--- config.mk ---
export PLATFORM = sky130hd
export DESIGN_NAME = twi_irq_bank
export DESIGN_NICKNAME = d
export VERILOG_FILES = /design/src/hw/flag_cell.v /design/src/hw/twi_irq_bank.v
export VERILOG_INCLUDE_DIRS = /design/src /design/src/hw
export SDC_FILE = /design/constraint.sdc
export NUM_CORES = 1
export LEC_CHECK = 0
export BUFFER_PORTS_ARGS = -buffer_cell sky130_fd_sc_hd__buf_2
export CAP_MARGIN = 20
export CORE_UTILIZATION = 44
export DETAILED_ROUTE_END_ITERATION = 16
export PLACE_DENSITY_LB_ADDON = 0.12
export SLEW_MARGIN = 25
export SYNTH_ARGS = -nofsm -noshare
export SYNTH_HDL_FRONTEND = slang
export SYNTH_SLANG_ARGS = --single-unit
--- constraint.sdc ---
create_clock -name ref_clk -period 1.2 [get_ports ref_clk]
set_input_delay 0.12 -clock ref_clk [delete_from_list [all_inputs] [get_ports ref_clk]]
set_output_delay 0.12 -clock ref_clk [all_outputs]
set_load 0.01 [all_outputs]
--- src/hw/twi_irq_map.vh ---
`ifndef TWI_IRQ_MAP_VH
`define TWI_IRQ_MAP_VH
// Register offsets (byte addresses)
`define REG_STATUS 8'h20
`define REG_IRQ_SET_ENABLE 8'h24
`define REG_IRQ_CLEAR_ENABLE 8'h28
`define REG_IRQ_ENABLE_MASK 8'h2C
`define REG_RX_BYTE_HOLD 8'h30
`define REG_TX_BYTE_HOLD 8'h34
`define REG_CONTROL 8'h00
// Field positions
`define BIT_TRANSFER_COMPLETE 0
`define BIT_RECEIVE_BYTE_READY 1
`define BIT_TRANSMIT_HOLDING_EMPTY 2
`define BIT_NOT_ACK 8
`define BIT_MASTER_TRANSFER_ENABLE 2
// Valid mask bits
`define IRQ_BITS_USED 9'h107
// Reset values
`define MASK_RESET 9'h000
`define RX_BYTE_RESET 8'h00
`define TX_BYTE_RESET 8'h00
`define RDATA_IDLE 32'h0000_0000
`endif

--- src/hw/flag_cell.v ---
`default_nettype none
// One status flag with set and clear requests; set wins over clear
module flag_cell (
   input wire ref_clk, // Clock
   input wire rst_n, // Async reset, active low
   input wire set, // Set request
   input wire clr, // Clear request
   output reg flag // Flag state
);
   always @(posedge ref_clk or negedge rst_n) begin
      if (!rst_n) begin
         flag <= 1'b0;
      end else if (set) begin
         flag <= 1'b1;
      end else if (clr) begin
         flag <= 1'b0;
      end
   end
endmodule
`default_nettype wire

--- src/hw/twi_irq_bank.v ---
// Overview of operation
// A write to the set register sets every mask bit written as 1 and leaves the rest.
// A write to the clear register clears every mask bit written as 1 and leaves the rest.
// Reading the mask register returns the mask, 1 enabled, and it cannot be written directly.
// Bits 0, 1 and 2 are transfer complete, receive byte ready and transmit holding empty.
// Bit 8 is the not-acknowledged event; bits 31:9 and 7:3 are reserved and read zero.
// The receive holding register is read-only with the last received byte in bits 7:0.
// Receive ready sets when a byte lands in the holding register and clears on its read.
// Not-acknowledged sets on a missed data acknowledge and clears on a status read.
// Transmit empty sets on move to shifter, on missed ack or enable; a holding write clears it.
// Transfer complete sets when idle after stop or on enable, and clears during a frame; the code also sets it on nack_seen.
// The interrupt output is high while any flag is high with its mask bit high.
//
// Decided for this implementation: strobed register access and the placing of the registers.
`include "twi_irq_map.vh"
`default_nettype none
module twi_irq_bank (
   input wire ref_clk, // 100 MHz clock
   input wire rst_n, // Async reset, active low
   input wire [7:0] addr, // Register byte address
   input wire [31:0] wdata, // Write data
   input wire wr_stb, // Write strobe
   input wire rd_stb, // Read strobe
   output reg [31:0] rdata, // Read data, valid the cycle after rd_stb
   input wire rx_byte_valid, // Engine: byte received, one-cycle pulse
   input wire [7:0] rx_byte, // Engine: received byte
   input wire tx_moved_to_shifter, // Engine: holding byte moved to shifter
   input wire nack_seen, // Engine: data byte not acknowledged
   input wire stop_done_idle, // Engine: stop sent, holding and shifter empty
   input wire frame_active, // Engine: frame in progress
   output reg [7:0] tx_byte, // Byte written to transmit holding register
   output reg tx_byte_load, // Pulse the cycle after the holding write
   output wire master_enable_pulse, // Pulse when master transfer enable written
   output wire irq // Interrupt request, level
);
   //////////////////////////////////////////////////////////////////////
   function sel;
      input [7:0] a;
      input [7:0] r;
      begin
         sel = (a == r);
      end
   endfunction

   // One decode per register, each used by either the write or the read path
   wire hit_set;
   wire hit_clr;
   wire hit_mask;
   wire hit_rhr;
   wire hit_thr;
   wire hit_ctl;
   wire hit_sr;
   assign hit_set = sel(addr, `REG_IRQ_SET_ENABLE);
   assign hit_clr = sel(addr, `REG_IRQ_CLEAR_ENABLE);
   assign hit_mask = sel(addr, `REG_IRQ_ENABLE_MASK);
   assign hit_rhr = sel(addr, `REG_RX_BYTE_HOLD);
   assign hit_thr = sel(addr, `REG_TX_BYTE_HOLD);
   assign hit_ctl = sel(addr, `REG_CONTROL);
   assign hit_sr = sel(addr, `REG_STATUS);

   wire wr_set;
   wire wr_clr;
   wire wr_thr;
   wire wr_ctl;
   wire rd_mask;
   wire rd_rhr;
   wire rd_sr;
   wire master_transfer_enable;
   assign wr_set = wr_stb & hit_set;
   assign wr_clr = wr_stb & hit_clr;
   assign wr_thr = wr_stb & hit_thr;
   assign wr_ctl = wr_stb & hit_ctl;
   assign rd_mask = rd_stb & hit_mask;
   assign rd_rhr = rd_stb & hit_rhr;
   assign rd_sr = rd_stb & hit_sr;
   assign master_transfer_enable = wr_ctl & wdata[`BIT_MASTER_TRANSFER_ENABLE];
   assign master_enable_pulse = master_transfer_enable;

   //////////////////////////////////////////////////////////////////////
   // Byte and load pulse leave together one cycle after the write, so
   // the engine always sees them aligned
   reg [7:0] next_tx_byte;
   always @* begin
      next_tx_byte = tx_byte;
      if (wr_thr) begin
         next_tx_byte = wdata[7:0];
      end
   end

   always @(posedge ref_clk or negedge rst_n) begin
      if (!rst_n) begin
         tx_byte <= `TX_BYTE_RESET;
         tx_byte_load <= 1'b0;
      end else begin
         tx_byte <= next_tx_byte;
         tx_byte_load <= wr_thr;
      end
   end

   //////////////////////////////////////////////////////////////////////
   // Mask kept as 9 bits; bits 7:3 never set because writes are filtered
   wire [8:0] used;
   wire [8:0] write_bits;
   reg [8:0] irq_enable_mask;
   reg [8:0] next_irq_enable_mask;
   assign used = `IRQ_BITS_USED;
   assign write_bits = wdata[8:0] & used;

   always @* begin
      next_irq_enable_mask = irq_enable_mask;
      // Set and clear are separate strobes so cannot meet in one cycle
      if (wr_set) begin
         next_irq_enable_mask = irq_enable_mask | write_bits;
      end
      if (wr_clr) begin
         next_irq_enable_mask = irq_enable_mask & ~write_bits;
      end
   end

   always @(posedge ref_clk or negedge rst_n) begin
      if (!rst_n) begin
         irq_enable_mask <= `MASK_RESET;
      end else begin
         irq_enable_mask <= next_irq_enable_mask;
      end
   end

   //////////////////////////////////////////////////////////////////////
   // A new byte overwrites an unread one; overrun is not tracked here
   reg [7:0] received_byte;
   reg [7:0] next_received_byte;
   always @* begin
      next_received_byte = received_byte;
      if (rx_byte_valid) begin
         next_received_byte = rx_byte;
      end
   end

   always @(posedge ref_clk or negedge rst_n) begin
      if (!rst_n) begin
         received_byte <= `RX_BYTE_RESET;
      end else begin
         received_byte <= next_received_byte;
      end
   end

   //////////////////////////////////////////////////////////////////////
   wire transfer_complete;
   wire receive_byte_ready;
   wire transmit_holding_empty;
   wire not_ack;
   wire [3:0] f_set;
   wire [3:0] f_clr;
   wire [3:0] f_q;
   assign f_set[0] = stop_done_idle | master_transfer_enable | nack_seen;
   assign f_clr[0] = frame_active;
   assign f_set[1] = rx_byte_valid;
   assign f_clr[1] = rd_rhr;
   assign f_set[2] = tx_moved_to_shifter | nack_seen | master_transfer_enable;
   assign f_clr[2] = wr_thr;
   assign f_set[3] = nack_seen;
   assign f_clr[3] = rd_sr;
   genvar g;
   generate
      for (g = 0; g < 4; g = g + 1) begin : flags
         flag_cell u_flag (
            .ref_clk(ref_clk),
            .rst_n(rst_n),
            .set(f_set[g]),
            .clr(f_clr[g]),
            .flag(f_q[g])
         );
      end
   endgenerate
   assign transfer_complete = f_q[0];
   assign receive_byte_ready = f_q[1];
   assign transmit_holding_empty = f_q[2];
   assign not_ack = f_q[3];

   function [8:0] status_word;
      input [3:0] f;
      begin
         status_word = 9'h000;
         status_word[`BIT_TRANSFER_COMPLETE] = f[0];
         status_word[`BIT_RECEIVE_BYTE_READY] = f[1];
         status_word[`BIT_TRANSMIT_HOLDING_EMPTY] = f[2];
         status_word[`BIT_NOT_ACK] = f[3];
      end
   endfunction

   wire [8:0] status;
   assign status = status_word({not_ack, transmit_holding_empty,
      receive_byte_ready, transfer_complete});

   // Per-source gating keeps each enable next to its flag
   wire [3:0] src_mask;
   wire [3:0] src_pending;
   assign src_mask = {irq_enable_mask[`BIT_NOT_ACK],
      irq_enable_mask[`BIT_TRANSMIT_HOLDING_EMPTY],
      irq_enable_mask[`BIT_RECEIVE_BYTE_READY],
      irq_enable_mask[`BIT_TRANSFER_COMPLETE]};
   generate
      for (g = 0; g < 4; g = g + 1) begin : gates
         assign src_pending[g] = f_q[g] & src_mask[g];
      end
   endgenerate
   assign irq = |src_pending;

   //////////////////////////////////////////////////////////////////////
   // Read data stand one cycle only, then fall back to zero so a stale
   // word is never mistaken for a fresh answer
   reg [31:0] next_rdata;
   always @* begin
      next_rdata = `RDATA_IDLE;
      if (rd_mask) begin
         next_rdata = {23'h00_0000, irq_enable_mask};
      end else if (rd_rhr) begin
         next_rdata = {24'h00_0000, received_byte};
      end else if (rd_sr) begin
         next_rdata = {23'h00_0000, status};
      end
   end

   always @(posedge ref_clk or negedge rst_n) begin
      if (!rst_n) begin
         rdata <= `RDATA_IDLE;
      end else begin
         rdata <= next_rdata;
      end
   end
endmodule
`default_nettype wire

Word-level counts from Yosys, hierarchy flattened
Index checks and enable logic that the tools add are counted.
- output and inout port bits: 43
- bits in latches: 0
- RAM bits: 0
- memory bits (read-only): 0
- flip-flop bits (word level): 62
- memories kept: 0
- word-level logic and storage cells: 54
- multiplexer cells: 13
- div/mod/pow operators: 0
- bitwise gates (word level): 19
- reduce and logical (&&, ||, !) cells: 7
- equality and inequality tests: 6
- $lt $le $gt $ge: 0
- $mul: 0
- shift-type cells: 0
- add/sub/neg operators: 0
- operators by type and width (kind ; count):
    equality test 8 x 6 -> 1 bit, second input constant ; 6
    2-to-1 mux 9 bit ; 4
    2-to-1 mux 32 bit ; 1
    bitwise AND 1 bit ; 12
    nonzero test 2 bit ; 5
    bitwise AND 9 bit ; 1
    inverter 9 bit ; 1
    bitwise OR 9 bit ; 1
    zero test 8 bit ; 1
    2-to-1 mux 1 bit ; 8
    bitwise OR 1 bit ; 4
    OR reduction 4 bit ; 1

Longest topological paths before layout
Gate-level depths: netlist of run 1.
- depth in word-level cells: 6
- depth in mapped cells: 5

Cells and area by module
Synthesis of run 1 repeated with hierarchy kept, for this count alone.
- cells, all modules: 132
- area, all modules: 1607.8 µm²
- modules (own cells, without submodules) (module ; cells an instance ; area each (µm²) ; instances):
    twi_irq_bank ; 120 ; 1462.7 ; 1
    flag_cell ; 3 ; 36.3 ; 4

Worst setup path before layout of run 1
Ideal clock, no wire load.
- path kind: in2reg
- from: in addr[4]
- to: reg with a tool-made name
- cell stages on the path: 5
- required time: 1.066 ns
- data arrival time: 1.194 ns
- slack: -0.128 ns
- cells stage by stage: buf_6 > or4b_4 > buf_6 > o41ai_2 > a21oi_1
- RTL lines (element ; RTL line ; RTL):
    start, declared ; twi_irq_bank.v:20 ; input wire [7:0] addr,

==> run_results.csv, run 1 <==
group,metric,value,unit
outcome,status,"finished clean",
die,start_util,0.467,
routing,dr_total_vias,1282,
clock_network,cts_root_buf,"clkbuf_8",
layout,nets,268,
placed_design,placed_area,2050,um2
pwr,leakagePower,1.23,nW
timing,finalClockSkew,0.00532,ns
layout,finish.utilization,0.597,
timing,setup_violations,0,
clock_network,htreeDepth,2,
layout,layout_commonest_cell,"buf_2",
setup_path,crit_fanout,2,
clock_network,cts_made_buffers,5,
timing,period_share,0.994,
timing,clock.fmax,838,MHz
job,drv_cap,0,
setup_path,crit_path_end_kind,"output port",
routing,drtPass1Iterations,4,
grt,grt_start_max_net_pins,22,
synthesis,synth_compound_area_frac,0.111,
grt,grt_pass1_vias,1283,
die,io_pins,100,
synthesis,syn_inst,138,
synthesis,synth_xor_area_frac,0,
synthesis,seq_area_frac_synth,0.491,
synthesis,synth_top_area_cell,"dfrtp_1",
timing,period_needed,1.19,ns
layout,fin_cells,260,
routing,viasPerCell,4.93,
grt,grt_pass1_wl,5830,um
pwr,ir_drop,572,uV
die,die_width,64.8,um
setup_path,critPathKind,"reg -> out",
clock_network,clkSinkCount,34,
worst_hold_path,min_path_type,"in -> reg",
setup_path,cp.arrival,1.07,ns
routing,wirelength,3520,um
pwr,power_frac_clock,0.357,
clock_network,clockBufferDepth,2,
synthesis,ys_ff_latch,34,
pwr,finalPower,2.33,mW
pwr,internal_power,1.78,mW
die,die_area,4200,um2
clock_network,clkTransAtPathRegs,0.07,ns
timing,whs,0.0347,ns
placed_design,place_congestion,0.781,
synthesis,yosys.area_share.simple,0.141,
routing,drt_iter0_drc,44,
timing,rsz0062_at_grt,"true",
layout,drive_gt1_frac,0.519,
synthesis,async_flop_share,1.00,
layout,n_antenna_cell,0,
pwr,swShare,0.236,
placed_design,port_buffers,53,
routing,drt_drc_violations_left,0,
placed_design,placedCellCount,243,
die,fp-row-count,22,
pwr,share_seq_of_total_power,0.519,
synthesis,yosys-top-cells-area,"dfrtp_1 (49%), mux2_2 (10%), buf_4 (10%)",
setup_path,cp.required,1.08,ns
layout,mostFrequentLayoutCells,"buf_2 (53), dfrtp_1 (34), conb_1 (23)",
routing,wl_per_cell,13.5,um
synthesis,yosys_most_used_dff,"dfrtp_1",
pwr,power.density,1050,nW/um2
pwr,switchingPower,550,uW
synthesis,synth_edf_count,0,
timing,finalHoldViolations,0,
synthesis,synth_top_family_by_area,"simple AND/OR/NAND/NOR gates",
synthesis,synth_cell_types,34,
synthesis,synth_mux_area_frac,0.121,
clock_network,cts_tree,"built",
setup_path,worstSetupStartpointType,"flip-flop",
die,fp.dieH,64.8,um
clock_network,insertion_delay,0.28,ns
synthesis,synthesis.area,1730,um2
layout,fin_area,2220,um2
synthesis,synth_fa_ha_area_frac,0,
synthesis,yosys_warnings,0,
grt,gr-total-overflow,0,
placed_design,hpwl,2700,um
grt,grt_util_all_layers,0.187,
die,core,3720,um2
layout,syn2layout_area_growth,27.9,%
pwr,p_comb_frac,0.123,
grt,antenna_found_initial,0,
timing,drv_slew,0,
routing,postRouteAntennaNets,0,
synthesis,synth_top_area_frac,0.491,
synthesis,postSynthAreaPerCell,12.6,um2
-- repair_timing --
action / 4_1_cts / 5_1_grt
gates resized for setup: 1 / 1
hold buffers: 1 / 0
hold endpoints to repair: 13 / 0
buffers inserted: 5 / 3
setup endpoints to repair: 1 / 2
pin swaps: 0 / 2
-- power by group through the flow --
stage          sequential, mW  clock (mW)  combinational [mW]
6_report                 1.21       0.833               0.287
2_1_floorplan            1.23           0               0.197
4_1_cts                  1.21       0.856               0.289
3_3_place_gp             1.23           0               0.274
3_5_place_dp             1.23           0               0.285
5_1_grt                  1.21       0.922               0.316
-- metal layers --
layer | global-route usage | wire (um)
met5 | 0 | 0
met4 | 0.0639 | 63
met3 | 0.0546 | 217
met2 | 0.313 | 1760
met1 | 0.227 | 1480
-- final cells by class --
cell class / instances / area, um2
Fill cell: 317 / 1500
Sequential cell: 34 / 851
Multi-Input combinational cell: 91 / 749
Timing Repair Buffer: 73 / 443
Clock buffer: 7 / 86.3
Tap cell: 48 / 60.1
Inverter: 6 / 22.5
Clock inverter: 1 / 5.00
-- kinds of logic (layout without fill, tap and decap cells) --
logic type,count (synthesis),count (layout)
mux,19,19
flops,34,34
buf+inv,35,87
simple gates,28,28
other cells,1,23
compound gates,21,21
-- path summary, 6_finish.rpt --
kind                       slack (ns)              endpoint  cells after the start           startpoint
setup reg to reg                 0.13             flip-flop                      4            flip-flop
min in group asynchronous        0.28             async pin                      2                rst_n
setup / recovery                0.007                   irq                      3            flip-flop
hold reg to reg                  0.47              rdata[3]                      1     received_byte[3]
hold / removal                   0.03  flags[2].u_flag.flag                      2  tx_moved_to_shifter
max in group asynchronous        0.49  flags[1].u_flag.flag                      3                rst_n
-- critical path: stages (launching register included) --
cell and delay (ns):
dfrtp_1 0.41, a22oi_2 0.17, nand2_1 0.08, buf_2 0.14
-- synth_stat cells, types with 2 or more instances --
cell / count
dfrtp_1: 34
buf_4: 23
mux2_2: 16
inv_1: 6
and2_1: 5
a21oi_1: 4
a41oi_1: 4
clkbuf_1: 4
nor4_1: 4
o41ai_2: 4
a21o_1: 3
mux2i_1: 3
a22oi_1: 2
buf_6: 2
nand2_1: 2
nor3b_2: 2
o21bai_1: 2
or3b_2: 2
-- through the flow --
step,TNS (ns),setup WS (ns)
after floorplan,-0.617,-0.118
after global placement,-2.46,-0.156
after detailed placement,-3.02,-0.238
after CTS,-0.0144,-0.0144
after global routing,-0.0450,-0.0450
final,0,0.00738
No activity file was read; power rests on OpenSTA's default activity.
==> run 2: changes to the inputs <==
--- a/config.mk
+++ b/config.mk
@@ -8,7 +8,7 @@
 export LEC_CHECK = 0
 export BUFFER_PORTS_ARGS = -buffer_cell sky130_fd_sc_hd__buf_2
 export CAP_MARGIN = 20
-export CORE_UTILIZATION = 44
+export CORE_UTILIZATION = 30
 export DETAILED_ROUTE_END_ITERATION = 16
 export PLACE_DENSITY_LB_ADDON = 0.12
 export SLEW_MARGIN = 25
==> run_results.csv, run 2 (same netlist as run 1, synthesis figures left out) <==
group,metric,value,unit
outcome,status,"finished clean",
routing,drt_iter0_drc,42,
timing,setup_violations,0,
timing,period_needed,1.20,ns
layout,syn2layout_area_growth,29.1,%
setup_path,reg2reg_to,"flags[0].u_flag.flag",
routing,postRouteAntennaNets,0,
die,io_pins,100,
timing,finalClockSkew,0.00692,ns
routing,wirelength,3860,um
layout,num-fill-cells,561,
worst_hold_path,min_to,"flags[0].u_flag.flag",
layout,nets,265,
layout,mostFrequentLayoutCells,"buf_2 (53), dfrtp_1 (34), conb_1 (23)",
setup_path,cp.arrival,1.08,ns
clock_network,cts_made_buffers,5,
routing,drtPass1Iterations,2,
pwr,power.density,1060,nW/um2
clock_network,htreeDepth,2,
timing,finalSetupTns,0,ns
die,start_util,0.313,
layout,n_antenna_cell,0,
clock_network,cts_tree,"built",
setup_path,crit_fanout,2,
timing,period_share,0.998,
setup_path,r2r-start,"flags[0].u_flag.flag",
setup_path,critPathKind,"reg -> out",
grt,grt_util_all_layers,0.137,
placed_design,hpwl,2990,um
die,die_width,78.0,um
worst_hold_path,hold_path_depth,2,
placed_design,port_buffers,53,
grt,grt_start_max_net_pins,21,
clock_network,clkSinkCount,34,
placed_design,placedCellCount,268,
timing,rsz0062_at_grt,"true",
clock_network,cts_root_buf,"clkbuf_8",
setup_path,cp.required,1.08,ns
placed_design,place_congestion,0.778,
layout,drive_gt1_frac,0.526,
setup_path,reg2reg_slack,0.14,ns
worst_hold_path,min_path_type,"in -> reg",
pwr,leakagePower,1.21,nW
grt,grt_pass1_vias,1276,
grt,gr-total-overflow,0,
worst_hold_path,min-delay-start,"stop_done_idle",
timing,clock.fmax,835,MHz
routing,dr_total_vias,1250,
setup_path,ff2ff_path_depth,2,
pwr,p_comb_frac,0.122,
routing,viasPerCell,4.45,
pwr,internal_power,1.78,mW
grt,grt_pass1_wl,6260,um
setup_path,crit_path_end_kind,"output port",
pwr,power_frac_clock,0.366,
grt,antenna_found_initial,0,
pwr,swShare,0.247,
job,drv_cap,0,
pwr,ir_drop,435,uV
layout,fin_cells,281,
pwr,switchingPower,584,uW
placed_design,place_ws,-0.236,ns
clock_network,clkTransAtPathRegs,0.07,ns
timing,finalHoldViolations,0,
routing,wl_per_cell,13.7,um
layout,layout_commonest_cell,"buf_2",
clock_network,insertion_delay,0.28,ns
timing,whs,0.0472,ns
setup_path,worstSetupStartpointType,"flip-flop",
die,fp-row-count,27,
layout,finish.utilization,0.404,
pwr,share_seq_of_total_power,0.512,
die,core,5540,um2
timing,drv_slew,0,
clock_network,clockBufferDepth,2,
die,fp.dieH,78.0,um
die,die_area,6090,um2
timing,setup_ws,0.00216,ns
routing,drt_drc_violations_left,0,
==> run 2: final cells by class <==
cell class	count	area, um2	area share
clock inverter	2	12.5	0.00559
inverter	6	22.5	0.0101
timing repair buffer	70	420	0.188
tap	72	90.1	0.0402
multi-input combinational	91	759	0.339
sequential	34	851	0.380
clock buffer	6	82.6	0.0369
==> run 2: worst max path at each step <==
| stage | endpoint | from | slack [ns] | cells past startpoint |
|---|---|---|---|---|
| after floorplan | flip-flop | addr[4] | -0.12 | 5 |
| after global placement | flip-flop | addr[7] | -0.17 | 4 |
| after detailed placement | flip-flop | addr[7] | -0.24 | 4 |
| after CTS | irq | flip-flop | -0.03 | 3 |
| after global routing | irq | flags[1].u_flag.flag | -0.06 | 3 |
| final | irq | flip-flop | 0.002 | 3 |
==> run 2: per-layer routing <==
layer  part of all wire  wire length [um]  track usage  vias up
met4              0.017                67       0.0537        0
met5                  0                 0            0        -
li1                   -                 -            -      592
met3              0.063               242       0.0384        7
met2               0.47              1830        0.218       47
met1               0.45              1720        0.177      604
==> run 2: repair_timing <==
item	4_1_cts	5_1_grt
hold endpoints to repair	14	0
buffers inserted	4	0
gates resized for setup	1	3
hold buffers	1	0
endpoints found under the setup margin	1	2
pin swaps	1	2
==> run 2: stage by stage <==
step	power, mW	cell area [um2]
floorplan	1.43	1830
global placement	1.51	2080
detailed placement	1.52	2080
CTS	2.40	2220
global route	2.47	2240
finish	2.36	2240
==> run 2: worst max-delay path, cell delays in order, from the launching register on <==
cell and delay, ns:
dfrtp_1 0.40, a22oi_2 0.18, nand2_1 0.07, buf_2 0.14
==> run 2: power by group through the flow <==
stage	combinational (mW)	sequential, mW	clock [mW]
after floorplan	0.197	1.23	0
after global placement	0.279	1.23	0
after detailed placement	0.286	1.23	0
after CTS	0.290	1.21	0.906
after global routing	0.319	1.21	0.941
final	0.288	1.21	0.865
==> run 3: changes to the inputs <==
--- a/config.mk
+++ b/config.mk
@@ -6,12 +6,12 @@
 export SDC_FILE = /design/constraint.sdc
 export NUM_CORES = 1
 export LEC_CHECK = 0
-export BUFFER_PORTS_ARGS = -buffer_cell sky130_fd_sc_hd__buf_2
 export CAP_MARGIN = 20
 export CORE_UTILIZATION = 30
 export DETAILED_ROUTE_END_ITERATION = 16
+export DONT_BUFFER_PORTS = 1
 export PLACE_DENSITY_LB_ADDON = 0.12
-export SLEW_MARGIN = 25
+export SLEW_MARGIN = 10
 export SYNTH_ARGS = -nofsm -noshare
 export SYNTH_HDL_FRONTEND = slang
 export SYNTH_SLANG_ARGS = --single-unit
==> run_results.csv, run 3 (same netlist as run 1, synthesis figures left out) <==
group,metric,value,unit
layout,layout_commonest_cell,"dfrtp_1",
setup_path,ff2ff_path_depth,2,
pwr,power.density,1100,nW/um2
grt,grt_start_max_net_pins,35,
worst_hold_path,hold_path_depth,1,
layout,drive_gt1_frac,0.298,
layout,syn2layout_area_growth,22.2,%
routing,drtPass1Iterations,3,
grt,met3_usage,0.0512,
setup_path,cp_slowest_cell,"dfrtp_1",
clock_network,cts_tree,"built",
setup_path,worstSetupStartpointType,"flip-flop",
die,fp-row-count,27,
setup_path,crit_path_end_kind,"output port",
routing,wirelength,3720,um
setup_path,reg2reg_slack,0.12,ns
setup_path,critPathKind,"reg -> out",
timing,drv_slew,0,
timing,rsz0062_at_grt,"false",
worst_hold_path,min_path_type,"in -> reg",
pwr,finalPower,2.33,mW
routing,viasPerCell,4.60,
die,core,5540,um2
setup_path,path_cells,"a22oi_2, nand2_2",
grt,gr-total-overflow,0,
layout,n_antenna_cell,0,
placed_design,port_buffers,0,
setup_path,reg2reg_to,"flags[0].u_flag.flag",
grt,antenna_found_initial,0,
setup_path,cp.arrival,1.03,ns
routing,postRouteAntennaNets,0,
timing,setup_violations,0,
routing,dr_total_vias,1119,
layout,finish.utilization,0.383,
worst_hold_path,min_to,"tx_byte_load",
placed_design,place_congestion,0.715,
grt,grt_pass1_vias,1137,
placed_design,hpwl,2680,um
clock_network,cts_root_buf,"clkbuf_8",
worst_hold_path,min-delay-start,"addr[2]",
clock_network,htreeDepth,2,
routing,wl_per_cell,15.3,um
timing,period_needed,1.15,ns
grt,met1_usage,0.159,
layout,nets,227,
setup_path,cp.required,1.08,ns
grt,top_usage_layer,"met2",
timing,finalHoldViolations,0,
timing,clock.fmax,872,MHz
setup_path,crit_fanout,4,
timing,period_share,0.956,
setup_path,r2r-start,"flags[0].u_flag.flag",
clock_network,insertion_delay,0.28,ns
routing,drt_iter0_drc,37,
setup_path,cpPeakStageDelay,0.44,ns
grt,grt_pass1_wl,5900,um
outcome,status,"finished clean",
die,die_area,6090,um2
pwr,ir_drop,600,uV
clock_network,clkSinkCount,34,
routing,drt_drc_violations_left,0,
pwr,leakagePower,1.02,nW
timing,finalClockSkew,0.00266,ns
grt,met2_usage,0.206,
job,drv_cap,0,
layout,mostFrequentLayoutCells,"dfrtp_1 (33), conb_1 (23), dlygate4sd3_1 (22)",
die,start_util,0.313,
clock_network,clkTransAtPathRegs,0.07,ns
clock_network,cts_made_buffers,5,
die,fp.dieH,78.0,um
timing,finalSetupTns,0,ns
die,die_width,78.0,um
clock_network,clockBufferDepth,2,
grt,grt_util_all_layers,0.129,
die,io_pins,100,
## run 3: report_power, final
group / switching (mW) / leakage [nW] / internal (mW)
combinational: 0.112 / 0.539 / 0.119
clock: 0.415 / 0.0472 / 0.461
sequential: 0.0305 / 0.434 / 1.19
total: 0.558 / 1.02 / 1.77
## run 3: worst max-delay path, delay by kind of cell (launching register included)
family | cells | cell delay, ns
AOI/OAI and AO/OA | 1 | 0.21
and+or+nand+nor | 1 | 0.10
DFF | 1 | 0.44
## run 3: what timing repair did
| action | CTS | global route |
|---|---|---|
| endpoints found under the setup margin | 1 | 1 |
| buffers inserted | 1 | 1 |
| pin swaps | 0 | 1 |
| hold buffers | 23 | 0 |
| resized for setup | 0 | 4 |
| endpoints found under the hold margin | 58 | 0 |
## run 3: worst max path at each step
| stage | endpoint | slack, ns | cells after the start |
|---|---|---|---|
| finish | irq | 0.05 | 2 |
| global route | irq | 0.005 | 2 |
| CTS | irq | 0.03 | 2 |
| detailed placement | flip-flop | -0.06 | 3 |
| global placement | flip-flop | -0.04 | 3 |
| floorplan | flip-flop | -0.12 | 5 |
## run 3: layout make-up
cell class              instances  area (um2)
clock buffers                   6        82.6
clock inverters                 2        12.5
fillers                       553        3420
inverters                       6        22.5
multi-input cells              91         752
flip-flops and latches         34         852
well taps                      72        90.1
repair buffers                 32         308
## run 3: stage by stage
stage	hold slack, ns	setup slack [ns]	std cells	area [um2]
2_1_floorplan	-0.176	-0.118	160	1830
3_3_place_gp	-0.175	-0.0383	210	1760
3_5_place_dp	-0.175	-0.0609	210	1760
4_1_cts	0.0259	0.0257	242	2100
5_1_grt	0.0233	0.00481	243	2120
6_report	0.0338	0.0528	243	2120
## run 3: routing by layer
metal,share of wire,vias to the layer above
li1,-,513
met1,0.44,555
met2,0.47,47
met3,0.078,4
met4,0.010,0
met5,0,-
